<file path="config.mk">
export PLATFORM = sky130hd
export DESIGN_NAME = ae_hit_detector
export DESIGN_NICKNAME = d
export VERILOG_FILES = /design/src/logic/ae_hit_pkg.sv /design/src/logic/ae_hit_detector.sv
export VERILOG_INCLUDE_DIRS = /design/src /design/src/logic
export SDC_FILE = /design/constraint.sdc
export NUM_CORES = 2
export LEC_CHECK = 0
export BUFFER_PORTS_ARGS = -buffer_cell sky130_fd_sc_hd__buf_2
export CAP_MARGIN = 20
export CORE_ASPECT_RATIO = 1.2
export CORE_UTILIZATION = 46
export CTS_CLUSTER_DIAMETER = 40
export CTS_CLUSTER_SIZE = 40
export DETAILED_ROUTE_END_ITERATION = 7
export SYNTH_ARGS = -nofsm -noshare
export SYNTH_HDL_FRONTEND = slang
export SYNTH_SLANG_ARGS = --single-unit
</file>
<file path="constraint.sdc">
create_clock -name clk -period 24.8 [get_ports clk]
set_input_delay 1.24 -clock clk [delete_from_list [all_inputs] [get_ports clk]]
set_output_delay 1.24 -clock clk [all_outputs]
set_load 0.01 [all_outputs]
</file>
<file path="src/logic/ae_hit_params.svh">
/*
  Constants for the acoustic emission hit detector: timing limits, reset
  values and the register map. Assumes a 20 MHz system clock.
*/
`ifndef AE_HIT_PARAMS_SVH
`define AE_HIT_PARAMS_SVH

`define CLK_HZ            20000000
`define US_NS             1000
`define CLK_PERIOD_NS     50
`define CYCLES_PER_US     (`US_NS / `CLK_PERIOD_NS)

`define GAP_MIN_US        32'd100
`define GAP_MAX_US        32'd50000
`define FORCED_MIN_US     32'd1
`define FORCED_MAX_US     32'd50000
`define LOCKOUT_MIN_US    32'd1
`define LOCKOUT_MAX_US    32'd20000000
`define RATE_MIN_KSPS     32'd1
`define RATE_MAX_KSPS     32'd20000

`define REG_CONTROL       8'h00
`define REG_THRESHOLD     8'h04
`define REG_GAP           8'h08
`define REG_FORCED        8'h0C
`define REG_LOCKOUT       8'h10
`define REG_RATE          8'h14
`define REG_STATUS        8'h18
`define REG_HIT_COUNT     8'h1C

`define CTRL_START_BIT    0
`define CTRL_STOP_BIT     1
`define CTRL_MODE_BIT     2

`define RST_THRESHOLD     8'h2D
`define RST_GAP_US        32'd800
`define RST_FORCED_US     32'd10000
`define RST_LOCKOUT_US    32'd1000
`define RST_RATE_KSPS     32'd1000

`define FIFO_DEPTH        8
`define FIFO_AW           3

`endif

</file>
<file path="src/logic/ae_hit_pkg.sv">
/*
  Types for the acoustic emission hit detector.
  Assumes ae_hit_params.svh is compiled alongside.
*/
package ae_hit_pkg;
  typedef enum logic {mode_envelope, mode_continuous} acq_mode_t;
  typedef enum logic [1:0] {st_idle, st_in_hit, st_lockout} hit_state_t;
  typedef struct packed {
    logic [31:0] start_us;
    logic [31:0] duration_us;
  } hit_record_t;
endpackage

</file>
<file path="src/logic/ae_hit_detector.sv">
/*
  Acoustic emission hit detector with Avalon-MM register slave, hit
  timing in envelope mode and an 8 word FIFO of hit records.
  Assumes a 20 MHz clock, ADC sample stream on the same clock with a valid
  strobe, amplitudes already in dB, and a consumer with ready.
*/
`timescale 1ns/1ps
`include "ae_hit_params.svh"

module hit_fifo #(
  parameter int WIDTH = 64,
  parameter int DEPTH = 8,
  parameter int AW    = 3
) (
  input  wire logic             clk,
  input  wire logic             rst_n,
  input  wire logic [WIDTH-1:0] in_data,
  input  wire logic             in_valid,
  output logic                  in_ready,
  output logic      [WIDTH-1:0] out_data,
  output logic                  out_valid,
  input  wire logic             out_ready
);
  logic [WIDTH-1:0] mem [DEPTH];
  logic [AW-1:0]    wr_ptr, rd_ptr, next_wr_ptr, next_rd_ptr;
  logic [AW:0]      count, next_count;
  logic             push, pop;

  function automatic logic [AW-1:0] bump(input logic [AW-1:0] p);
    bump = (p == AW'(DEPTH - 1)) ? '0 : p + 1'b1;
  endfunction

  always_comb begin
    in_ready    = (count != (AW+1)'(DEPTH));
    out_valid   = (count != '0);
    out_data    = mem[rd_ptr];
    push        = in_valid && in_ready;
    pop         = out_valid && out_ready;
    next_wr_ptr = push ? bump(wr_ptr) : wr_ptr;
    next_rd_ptr = pop ? bump(rd_ptr) : rd_ptr;
    next_count  = count + (AW+1)'(push) - (AW+1)'(pop);
  end

  always_ff @(posedge clk or negedge rst_n) begin
    if (!rst_n) begin
      wr_ptr <= '0;
      rd_ptr <= '0;
      count  <= '0;
    end else begin
      wr_ptr <= next_wr_ptr;
      rd_ptr <= next_rd_ptr;
      count  <= next_count;
    end
  end

  always_ff @(posedge clk) begin
    if (push) begin
      mem[wr_ptr] <= in_data;
    end
  end
endmodule

module ae_hit_detector (
  input  wire logic        clk,
  input  wire logic        reset_n,
  input  wire logic [7:0]  avs_address,
  input  wire logic        avs_read,
  input  wire logic        avs_write,
  input  wire logic [31:0] avs_writedata,
  output logic      [31:0] avs_readdata,
  output logic             avs_waitrequest,
  input  wire logic [7:0]  sample_amp_db,
  input  wire logic        sample_valid,
  output logic      [63:0] hit_data,
  output logic             hit_valid,
  input  wire logic        hit_ready,
  output logic             acquiring,
  output logic             sample_tick
);
  logic rst_meta, rst_sync;
  always_ff @(posedge clk or negedge reset_n) begin
    if (!reset_n) begin
      rst_meta <= 1'b0;
      rst_sync <= 1'b0;
    end else begin
      rst_meta <= 1'b1;
      rst_sync <= rst_meta;
    end
  end

  // Configuration and bus state
  logic                    running, next_running;
  ae_hit_pkg::acq_mode_t   mode, next_mode;
  logic [7:0]              threshold, next_threshold;
  logic [31:0]             gap_us, next_gap_us, forced_us, next_forced_us;
  logic [31:0]             lockout_us, next_lockout_us, rate_ksps, next_rate_ksps;
  logic [31:0]             rdata, next_rdata;
  logic                    wait_q, next_wait_q;
  logic [31:0]             hit_count, next_hit_count;
  logic                    dropped, next_dropped;
  logic                    fifo_in_ready;

  function automatic logic [31:0] clamp(input logic [31:0] v, input logic [31:0] lo,
                                        input logic [31:0] hi);
    clamp = (v < lo) ? lo : ((v > hi) ? hi : v);
  endfunction

  ae_hit_pkg::hit_state_t  state, next_state;

  always_comb begin
    next_running    = running;
    next_mode       = mode;
    next_threshold  = threshold;
    next_gap_us     = gap_us;
    next_forced_us  = forced_us;
    next_lockout_us = lockout_us;
    next_rate_ksps  = rate_ksps;
    next_rdata      = rdata;
    next_wait_q     = 1'b1;
    // One wait cycle per access, answer on the second cycle
    if ((avs_read || avs_write) && wait_q) begin
      next_wait_q = 1'b0;
      if (avs_write) begin
        unique case (avs_address)
          `REG_CONTROL: begin
            if (avs_writedata[`CTRL_START_BIT]) next_running = 1'b1;
            if (avs_writedata[`CTRL_STOP_BIT]) next_running = 1'b0;
            next_mode = avs_writedata[`CTRL_MODE_BIT] ? ae_hit_pkg::mode_continuous
                                                      : ae_hit_pkg::mode_envelope;
          end
          `REG_THRESHOLD: next_threshold = avs_writedata[7:0];
          `REG_GAP:       next_gap_us = clamp(avs_writedata, `GAP_MIN_US, `GAP_MAX_US);
          `REG_FORCED:    next_forced_us = clamp(avs_writedata, `FORCED_MIN_US,
                                                 `FORCED_MAX_US);
          `REG_LOCKOUT:   next_lockout_us = clamp(avs_writedata, `LOCKOUT_MIN_US,
                                                  `LOCKOUT_MAX_US);
          `REG_RATE:      next_rate_ksps = clamp(avs_writedata, `RATE_MIN_KSPS,
                                                 `RATE_MAX_KSPS);
          default: ;
        endcase
      end else begin
        unique case (avs_address)
          `REG_CONTROL:   next_rdata = {29'h0, mode == ae_hit_pkg::mode_continuous,
                                        1'b0, running};
          `REG_THRESHOLD: next_rdata = {24'h0, threshold};
          `REG_GAP:       next_rdata = gap_us;
          `REG_FORCED:    next_rdata = forced_us;
          `REG_LOCKOUT:   next_rdata = lockout_us;
          `REG_RATE:      next_rdata = rate_ksps;
          `REG_STATUS:    next_rdata = {28'h0, dropped, ~fifo_in_ready, 
                                        state == ae_hit_pkg::st_in_hit, running};
          `REG_HIT_COUNT: next_rdata = hit_count;
          default:        next_rdata = 32'h0000_0000;
        endcase
      end
    end
  end

  always_ff @(posedge clk or negedge rst_sync) begin
    if (!rst_sync) begin
      running    <= 1'b0;
      mode       <= ae_hit_pkg::mode_envelope;
      threshold  <= `RST_THRESHOLD;
      gap_us     <= `RST_GAP_US;
      forced_us  <= `RST_FORCED_US;
      lockout_us <= `RST_LOCKOUT_US;
      rate_ksps  <= `RST_RATE_KSPS;
      rdata      <= 32'h0000_0000;
      wait_q     <= 1'b1;
    end else begin
      running    <= next_running;
      mode       <= next_mode;
      threshold  <= next_threshold;
      gap_us     <= next_gap_us;
      forced_us  <= next_forced_us;
      lockout_us <= next_lockout_us;
      rate_ksps  <= next_rate_ksps;
      rdata      <= next_rdata;
      wait_q     <= next_wait_q;
    end
  end

  // Microsecond timebase and sample rate divider
  logic [4:0]  us_div, next_us_div;
  logic        us_tick;
  logic [31:0] rate_acc, next_rate_acc;
  logic        tick, next_tick;
  always_comb begin
    us_tick     = (us_div == 5'(`CYCLES_PER_US - 1));
    next_us_div = us_tick ? 5'h00 : us_div + 5'h01;
    // Accumulates the rate in samples per second each clock, wrapping at CLK_HZ
    next_tick     = 1'b0;
    next_rate_acc = rate_acc + rate_ksps * 32'd1000;
    if (next_rate_acc >= 32'(`CLK_HZ)) begin
      next_rate_acc = next_rate_acc - 32'(`CLK_HZ);
      next_tick     = running;
    end
  end
  always_ff @(posedge clk or negedge rst_sync) begin
    if (!rst_sync) begin
      us_div   <= 5'h00;
      rate_acc <= 32'h0000_0000;
      tick     <= 1'b0;
    end else begin
      us_div   <= next_us_div;
      rate_acc <= next_rate_acc;
      tick     <= next_tick;
    end
  end

  // Hit timing
  logic [31:0] now_us, next_now_us;
  logic [31:0] hit_start, next_hit_start, hit_len, next_hit_len;
  logic [31:0] gap_cnt, next_gap_cnt, lock_cnt, next_lock_cnt;
  logic        above;
  logic        emit;
  ae_hit_pkg::hit_record_t rec;
  always_comb begin
    next_state     = state;
    next_now_us    = now_us + 32'(us_tick);
    next_hit_start = hit_start;
    next_hit_len   = hit_len;
    next_gap_cnt   = gap_cnt;
    next_lock_cnt  = lock_cnt;
    next_hit_count = hit_count;
    next_dropped   = dropped;
    emit           = 1'b0;
    above          = sample_valid && running && (sample_amp_db > threshold);
    rec.start_us    = hit_start;
    rec.duration_us = hit_len;
    if ((avs_read || avs_write) && wait_q && avs_read && avs_address == `REG_STATUS) begin
      next_dropped = 1'b0;
    end
    unique case (state)
      ae_hit_pkg::st_idle: begin
        // Threshold unused in continuous mode
        if (mode == ae_hit_pkg::mode_envelope && above) begin
          next_state     = ae_hit_pkg::st_in_hit;
          next_hit_start = now_us;
          next_hit_len   = 32'h0000_0000;
          next_gap_cnt   = 32'h0000_0000;
        end
      end
      ae_hit_pkg::st_in_hit: begin
        if (us_tick) begin
          next_hit_len = hit_len + 32'h0000_0001;
          next_gap_cnt = gap_cnt + 32'h0000_0001;
        end
        if (above) begin
          next_gap_cnt = 32'h0000_0000;
        end
        if (mode == ae_hit_pkg::mode_continuous || !running) begin
          next_state = ae_hit_pkg::st_idle;
        end else if (next_hit_len >= forced_us) begin
          emit          = 1'b1;
          rec.duration_us = forced_us;
          next_state    = ae_hit_pkg::st_lockout;
          next_lock_cnt = 32'h0000_0000;
        end else if (next_gap_cnt >= gap_us) begin
          emit            = 1'b1;
          rec.duration_us = next_hit_len - gap_us;
          next_state      = ae_hit_pkg::st_lockout;
          next_lock_cnt   = 32'h0000_0000;
        end
      end
      ae_hit_pkg::st_lockout: begin
        if (us_tick) begin
          next_lock_cnt = lock_cnt + 32'h0000_0001;
        end
        if (next_lock_cnt >= lockout_us || mode == ae_hit_pkg::mode_continuous) begin
          next_state = ae_hit_pkg::st_idle;
        end
      end
    endcase
    if (emit) begin
      next_hit_count = hit_count + 32'h0000_0001;
      if (!fifo_in_ready) begin
        next_dropped = 1'b1;
      end
    end
  end

  always_ff @(posedge clk or negedge rst_sync) begin
    if (!rst_sync) begin
      state     <= ae_hit_pkg::st_idle;
      now_us    <= 32'h0000_0000;
      hit_start <= 32'h0000_0000;
      hit_len   <= 32'h0000_0000;
      gap_cnt   <= 32'h0000_0000;
      lock_cnt  <= 32'h0000_0000;
      hit_count <= 32'h0000_0000;
      dropped   <= 1'b0;
    end else begin
      state     <= next_state;
      now_us    <= next_now_us;
      hit_start <= next_hit_start;
      hit_len   <= next_hit_len;
      gap_cnt   <= next_gap_cnt;
      lock_cnt  <= next_lock_cnt;
      hit_count <= next_hit_count;
      dropped   <= next_dropped;
    end
  end

  // Records buffered in the fifo; output registered in the stage after it
  logic [63:0] fifo_out;
  logic        fifo_out_valid, take;
  hit_fifo #(
    .WIDTH (64),
    .DEPTH (`FIFO_DEPTH),
    .AW    (`FIFO_AW)
  ) u_fifo (
    .clk       (clk),
    .rst_n     (rst_sync),
    .in_data   (rec),
    .in_valid  (emit),
    .in_ready  (fifo_in_ready),
    .out_data  (fifo_out),
    .out_valid (fifo_out_valid),
    .out_ready (take)
  );

  logic [63:0] next_hit_data;
  logic        next_hit_valid;
  always_comb begin
    take           = fifo_out_valid && (!hit_valid || hit_ready);
    next_hit_valid = take ? 1'b1 : (hit_ready ? 1'b0 : hit_valid);
    next_hit_data  = take ? fifo_out : hit_data;
  end
  always_ff @(posedge clk or negedge rst_sync) begin
    if (!rst_sync) begin
      hit_data  <= 64'h0;
      hit_valid <= 1'b0;
      acquiring <= 1'b0;
      sample_tick <= 1'b0;
      avs_readdata <= 32'h0;
      avs_waitrequest <= 1'b1;
    end else begin
      hit_data  <= next_hit_data;
      hit_valid <= next_hit_valid;
      acquiring <= running;
      sample_tick <= tick;
      avs_readdata <= next_rdata;
      avs_waitrequest <= next_wait_q;
    end
  end
endmodule

</file>
Word-level counts from Yosys, hierarchy flattened
Memory sizes are Yosys's and may differ from the RTL's. A register that Yosys moved wholly into a read port is not among the register bits.
Index checks and enable logic that the tools add are counted.

storage, ports and cells
  flip-flop bits (word level) = 419
  RAM bits = 512
  bits of input ports = 54
  word-level logic and storage cells = 161
  memories = 1

cells by class
  add/sub/neg operators = 13
  multiply operators = 1
  order comparisons = 10
  eq/ne operators = 18
  mux-type cells = 52
  bitwise operators = 3
  reductions and logical operators = 35

memories
  name        words  width  read ports  clocked after Yosys merged registers in  write ports  RTL line               RTL
  u_fifo.mem  8      64     1           1                                        1            ae_hit_detector.sv:24  logic [WIDTH-1:0] mem [DEPTH];

operator list
  kind                                                                      number
  32-bit 2-to-1 mux                                                         23
  32-bit one-hot mux with 8 select lines                                    1
  32-bit one-hot mux with 2 select lines                                    3
  32-bit by 1-bit adder with 32-bit output (second input constant)          4
  32-bit >= comparator                                                      3
  32-bit by 1-bit adder with 32-bit output                                  1
  32-bit adder                                                              1
  8-bit by 5-bit == test with 1-bit output (second input constant)          4
  32-bit by 25-bit >= comparator with 1-bit output (second input constant)  1
  32-bit by 15-bit > comparator with 1-bit output (second input constant)   1
  32-bit by 16-bit > comparator with 1-bit output (second input constant)   1
  32-bit by 25-bit > comparator with 1-bit output (second input constant)   1
  32-bit by 1-bit < comparator with 1-bit output (second input constant)    1
  32-bit by 7-bit < comparator with 1-bit output (second input constant)    1
  32-bit by 7-bit multiplier with 29-bit output (second input constant)     1
  32-bit by 25-bit subtractor with 32-bit output (second input constant)    1
  32-bit subtractor                                                         1
  3-bit AND reduction                                                       8
  8-bit by 4-bit == test with 1-bit output (second input constant)          2
  1-bit 2-to-1 mux                                                          16
  2-bit 2-to-1 mux                                                          5
  1-bit logical AND                                                         9
  8-bit by 3-bit == test with 1-bit output (second input constant)          1
  8-bit > comparator                                                        1
  24 further kinds                                                          41

Depth between registers and ports, before layout
  word-level depth = 12
  mapped depth = 31
  depth with buffers taken out = 30

By module
From an unflattened synthesis, not the netlist that was laid out.

unflattened totals
  cell total of the unflattened synthesis = 4,073
  area total of the unflattened synthesis = 51,339.2 um^2

by module, submodules not included
  module           instances  cells each  area each (um^2)  seq. area each (um^2)
  ae_hit_detector  1          3,277       31,524.0          11,792.6
  hit_fifo         1          796         19,815.3          15,625.0

Worst setup path after synthesis
Ideal clock, no wire load.

  kind = input-to-reg
  from = input port sample_amp_db[1]
  to = memory u_fifo.mem[4][0] (enable)
  library setup time = 666 ps
  arrival = 10,826 ps
  slack = 13,308 ps
  stages on the path = 22
  cell sequence = ha_1 -> nor2b_1 -> o21a_1 -> o21a_1 -> o21ai_0 -> a21oi_1 -> o31a_1 -> clkbuf_1 -> clkbuf_1 -> nor2_1 -> ha_1 -> a21o_1 -> a21o_1 -> a21o_1 -> a21o_1 -> a21o_1 -> a21o_1 -> a221o_1 -> nor2_1 -> a21oi_1 -> nand2_1 -> nor4b_1

on the way
  longest elaborated chain between the ends = 12

RTL lines
  element                                 RTL line                RTL
  start: declaration                      ae_hit_detector.sv:72   input wire logic [7:0] sample_amp_db,
  8-bit > comparator                      ae_hit_detector.sv:228  above = sample_valid && running && (sample_amp_db > threshold);
  1-bit logical AND                       ae_hit_detector.sv:228
  32-bit 2-to-1 mux                       ae_hit_detector.sv:249  if (above) begin
  32-bit 2-to-1 mux                       ae_hit_detector.sv:234  unique case (state)
  32-bit >= comparator                    ae_hit_detector.sv:259  end else if (next_gap_cnt >= gap_us) begin
  1-bit 2-to-1 mux                        ae_hit_detector.sv:259
  1-bit 2-to-1 mux                        ae_hit_detector.sv:254  end else if (next_hit_len >= forced_us) begin
  1-bit 2-to-1 mux                        ae_hit_detector.sv:252  if (mode == ae_hit_pkg::mode_continuous || !running) begin
  1-bit 2-to-1 mux                        ae_hit_detector.sv:234
  1-bit logical AND                       ae_hit_detector.sv:37   push = in_valid && in_ready;
  1-bit 2-to-1 mux                        ae_hit_detector.sv:57   if (push) begin
  1-bit 2-to-1 mux (implied by the code)  ae_hit_detector.sv:58   mem[wr_ptr] <= in_data;
  end: declaration                        ae_hit_detector.sv:24

Every way passes these cells. The select of a mux whose other input is x is not followed.

Worst setup path in the final report
  from = register rate_ksps[5]
  to = register rate_acc[21]

on the way
  longest elaborated chain between the ends = 4
  elaborated cells between the ends (all ways) = 5
  those cells by class = 2 x add/sub; 1 x mul; 1 x order compare; 1 x mux

RTL lines
  element                                                                                                             RTL line                                        RTL
  start: declaration                                                                                                  ae_hit_detector.sv:96                           logic [31:0] lockout_us, next_lockout_us, rate_ksps, next_rate_ksps;
  start signal: assignment                                                                                            ae_hit_detector.sv:167                          rate_ksps <= `RST_RATE_KSPS;
  start signal: assignment                                                                                            ae_hit_detector.sv:177                          rate_ksps <= next_rate_ksps;
  32-bit by 7-bit multiplier with 29-bit output (*)                                                                   ae_hit_detector.sv:193                          next_rate_acc = rate_acc + rate_ksps * 32'd1000;
  32-bit adder (*)                                                                                                    ae_hit_detector.sv:193
  32-bit by 25-bit subtractor with 32-bit output or 32-bit by 25-bit >= comparator with 1-bit output (tied branches)  ae_hit_detector.sv:195, ae_hit_detector.sv:194
  32-bit 2-to-1 mux (*)                                                                                               ae_hit_detector.sv:194                          if (next_rate_acc >= 32'(`CLK_HZ)) begin
  net next_rate_acc[21]                                                                                               ae_hit_detector.sv:186                          logic [31:0] rate_acc, next_rate_acc;
  end signal: assignment                                                                                              ae_hit_detector.sv:206                          rate_acc <= next_rate_acc;
  end: declaration                                                                                                    ae_hit_detector.sv:186

The timed path passes the listed nets; every way through them passes the cells marked *.
A chain may end at the register's enable or synchronous reset.

==> results_tabular.tex <==
\begin{tabular}{lr}
\hline
Metric & Value \\
\hline
\multicolumn{2}{l}{\textbf{Status}} \\
Run status & finished, final reports clean \\
\multicolumn{2}{l}{\textbf{Timing}} \\
Count of pins over their slew limit & 0 \\
Setup violators final & 0 \\
Fmax & 121 MHz \\
Worst hold slack after final layout & 303 ps \\
Final Hold Viols & 0 \\
Slew at the pin with the worst max-slew slack & 1180 ps \\
Setup skew after layout & 43.9 ps \\
Tmin final & 8290 ps \\
Crit path setup slack, layout & 16510 ps \\
Relative slew margins & 0.210 \\
Post-route clock period utilization & 0.334 \\
Unrepaired setup endpoints after global routing & no \\
Setup TNS & 0 ps \\
\multicolumn{2}{l}{\textbf{Logic synthesis}} \\
Synth cell types & 94 \\
Register bit total from synthesis & 992 \\
Synth area leaders & sky130\_fd\_sc\_hd\_\_edfxtp\_1 30\%, sky130\_fd\_sc\_hd\_\_dfrtp\_1 22\%, sky130\_fd\_sc\_hd\_\_ha\_1 5.9\%, sky130\_fd\_sc\_hd\_\_mux4\_2 5.7\%, sky130\_fd\_sc\_hd\_\_fa\_1 3.7\% \\
Syn nets & 4591 \\
Yosys synthesis warning count & 0 \\
Biggest area consumer among synthesized cells & sky130\_fd\_sc\_hd\_\_edfxtp\_1 \\
Share of Yosys cell area claimed by the top area cell type & 0.301 \\
Post-Syn Area & 51100 sq um \\
Synthesized netlist cell count & 4203 \\
Sequential cell area fraction in the yosys report & 0.536 \\
Count of flip-flops with a built-in enable after synthesis & 512 \\
Share of synthesized registers carrying an async set or reset & 0.484 \\
Top\_reg\_cell synth & sky130\_fd\_sc\_hd\_\_edfxtp\_1 \\
Avg Cell Area, Syn & 12.2 sq um \\
\multicolumn{2}{l}{\textbf{Layout}} \\
Share of cells above drive strength 1 & 0.154 \\
Synthesis-to-layout area growth & 13.1\% \\
Most common cell after layout, fill and taps aside & sky130\_fd\_sc\_hd\_\_edfxtp\_1 \\
Final Instance Count excl. Fillers & 5882 \\
Net count reported at finish & 4743 \\
Final design utilization & 0.526 \\
Post-route cell area & 57800 sq um \\
Top library cells by usage in the layout, fill and taps aside & 512 x sky130\_fd\_sc\_hd\_\_edfxtp\_1, 451 x sky130\_fd\_sc\_hd\_\_dfrtp\_1, 358 x sky130\_fd\_sc\_hd\_\_nor2\_1 \\
Flip-flop count of the largest register after layout & 512 \\
Largest register by flop count & u\_fifo.mem \\
Largest registers & u\_fifo.mem: 512 flops, hit\_data: 64 flops \\
\multicolumn{2}{l}{\textbf{Pwr}} \\
Design internal power & 4.67 mW \\
Power share of the combinational group & 0.514 \\
Leak pwr & 24.0 nW \\
Worst VDD drop & 180 uV \\
Switching power as a share of total power & 0.418 \\
Relative contribution of sequential cells to total power & 0.256 \\
Power, Total & 8.02 mW \\
Clock power share & 0.231 \\
Sw Pwr & 3.35 mW \\
Pwr per Cell Area & 139 nW/um\^{}2 \\
\multicolumn{2}{l}{\textbf{Die}} \\
DIE HEIGHT & 367 um \\
Initial cell density of the core & 0.465 \\
IO Pins & 154 \\
Count of standard-cell rows & 133 \\
Die X & 306 um \\
Area of the core & 110000 sq um \\
Die Footprint & 112000 sq um \\
\multicolumn{2}{l}{\textbf{Worst setup path}} \\
Cell count along the critical path & 29 \\
Cell seen most often among critical-path stages & sky130\_fd\_sc\_hd\_\_a21oi\_1 \\
Crit path launch & rate\_ksps[5] \\
Top delay family on crit path & compound AO/OA/AOI/OAI gates \\
RR Startpoint & rate\_ksps[5] \\
Flop-to-flop setup slack & 16510 ps \\
Startpoint Class & register \\
Largest stage delay on the critical path & 700 ps \\
Worst EP arrival & 8880 ps \\
Worst path bufs/invs & 2 \\
Slowest stage cell, crit path & sky130\_fd\_sc\_hd\_\_a2111o\_1 \\
Data required time at the worst endpoint & 25390 ps \\
Worst-path fanout max & 24 \\
FF-to-FF path depth & 29 \\
Kind of end point of the critical path & register \\
Critical path type & reg2reg \\
Endpoint of the worst-slack reg-to-reg timing path & rate\_acc[21] \\
\multicolumn{2}{l}{\textbf{Placement}} \\
Final weighted congestion in routability-driven placement & 0.907 \\
Post-place instance area & 53500 sq um \\
Placed instance count & 5649 \\
Placed wire-length estimate & 92400 um \\
Pre-CTS setup slack & 16560 ps \\
Port Buf Inserts & 153 \\
\multicolumn{2}{l}{\textbf{Global routing}} \\
Remaining global-route overflow & 0 \\
Pin count of the biggest net entering global routing & 155 \\
Global-route wire length before repair & 208000 um \\
Via count of the first global-routing pass & 34600 \\
GRT Resource Usage Total & 0.241 \\
Initial antenna violation count & 1 \\
\multicolumn{2}{l}{\textbf{Clocking}} \\
Clock Path Buffers & 3 \\
CTS tree & done \\
Cells resized by post-CTS repair & 0 \\
Clock slew at reported path FFs & 50 ps \\
Count of hold-fix buffers inserted at cts & 0 \\
CTS H-tree depth & 3 \\
Clk sinks & 992 \\
Buffers inserted by post-CTS timing repair & 0 \\
Root buffer selected by CTS & sky130\_fd\_sc\_hd\_\_clkbuf\_16 \\
Clock latency on the worst-skew pair & 750 ps \\
Num CTS Buffers & 121 \\
\multicolumn{2}{l}{\textbf{Drt}} \\
Remaining antenna violation count after routing & 0 \\
Number of DRC markers after the initial detailed-route iteration & 2534 \\
Number of vias after detailed routing & 34100 \\
Via density & 5.80 \\
Number of iterations in the first detailed-routing pass & 6 \\
Post-detailed-routing wire length & 134000 um \\
Wire per inst & 22.8 um \\
DRC violation count after routing & 0 \\
\multicolumn{2}{l}{\textbf{Flow run}} \\
Max-cap check violation count & 0 \\
\multicolumn{2}{l}{\textbf{Worst hold path}} \\
Hold/Removal Path Class & in2async \\
\hline
\end{tabular}
## cell families (layout without fill, tap and decap cells)
logic type / after synthesis / after routing / share of synthesized area
AOI/OAI and AO/OA: 843 / 843 / 0.110
xor gates and xnor gates: 242 / 242 / 0.0415
adders and majority gates: 334 / 334 / 0.0956
buffers and inverters: 488 / 749 / 0.0366
DFF: 992 / 992 / 0.536
muxes: 262 / 262 / 0.0841
other: 1 / 2 / 0.0000734
and+or+nand+nor: 1041 / 1041 / 0.0957
## worst max path at each step
stage                     slack, ps           end
after floorplan               10470     acquiring
after global placement        16680  rate_acc[11]
after detailed placement      16560  rate_acc[23]
after CTS                     16470  rate_acc[25]
after global routing          15990  rate_acc[15]
final                         16510  rate_acc[21]
## cells in the mapped netlist, types with 13 or more instances
library cell and count:
sky130_fd_sc_hd__nand2_1 247, sky130_fd_sc_hd__fa_1 94, sky130_fd_sc_hd__xor2_1 80, sky130_fd_sc_hd__mux2_2 48
sky130_fd_sc_hd__inv_1 310, sky130_fd_sc_hd__a211oi_1 16, sky130_fd_sc_hd__nand3_1 101, sky130_fd_sc_hd__o22ai_1 44
sky130_fd_sc_hd__o31ai_1 14, sky130_fd_sc_hd__a31oi_1 37, sky130_fd_sc_hd__a22o_1 51, sky130_fd_sc_hd__a21o_1 69
sky130_fd_sc_hd__a21oi_1 201, sky130_fd_sc_hd__o21a_1 26, sky130_fd_sc_hd__and2_1 28, sky130_fd_sc_hd__nand2b_1 30
sky130_fd_sc_hd__and4_1 15, sky130_fd_sc_hd__o21ai_0 180, sky130_fd_sc_hd__a222oi_1 25, sky130_fd_sc_hd__dfstp_2 25
sky130_fd_sc_hd__o211ai_1 15, sky130_fd_sc_hd__clkbuf_1 144, sky130_fd_sc_hd__dfrtp_1 455, sky130_fd_sc_hd__nor3_1 55
sky130_fd_sc_hd__xnor2_1 162, sky130_fd_sc_hd__nand4_1 52, sky130_fd_sc_hd__or3_1 13, sky130_fd_sc_hd__ha_1 240
sky130_fd_sc_hd__nor4_1 17, sky130_fd_sc_hd__edfxtp_1 512, sky130_fd_sc_hd__buf_1 19, sky130_fd_sc_hd__a22oi_1 37
sky130_fd_sc_hd__nor2_1 361, sky130_fd_sc_hd__and3_1 50, sky130_fd_sc_hd__nor2b_1 31, sky130_fd_sc_hd__mux4_2 129
sky130_fd_sc_hd__mux2i_1 85
## final cells by class
class | instances | area [sq um]
fill | 9496 | 52000
sequential | 992 | 27400
multi-input combinational | 2723 | 21900
clock buffer | 128 | 3090
tap | 1417 | 1770
clock inverter | 104 | 1220
timing repair buffer | 207 | 1200
inverter | 310 | 1160
antenna | 1 | 2.50
## power groups by stage
stage / clock, mW / combinational [mW] / sequential (mW)
floorplan: 0 / 3.25 / 2.03
global placement: 0 / 4.06 / 2.08
detailed placement: 0 / 4.10 / 2.08
CTS: 1.89 / 4.12 / 2.05
global route: 1.96 / 4.56 / 2.07
finish: 1.85 / 4.12 / 2.05
## routing by layer
metal  vias up  part of all wire  global-route usage  routed length [um]
met3       269             0.063              0.0388                8430
met2      1024              0.48               0.398               64500
li1      15700                 -                   -                   -
met1     17100              0.42               0.318               55900
met5         -           0.00010                   0                  14
met4         2             0.040              0.0993                5360
Power figures use the tool's default switching activity.
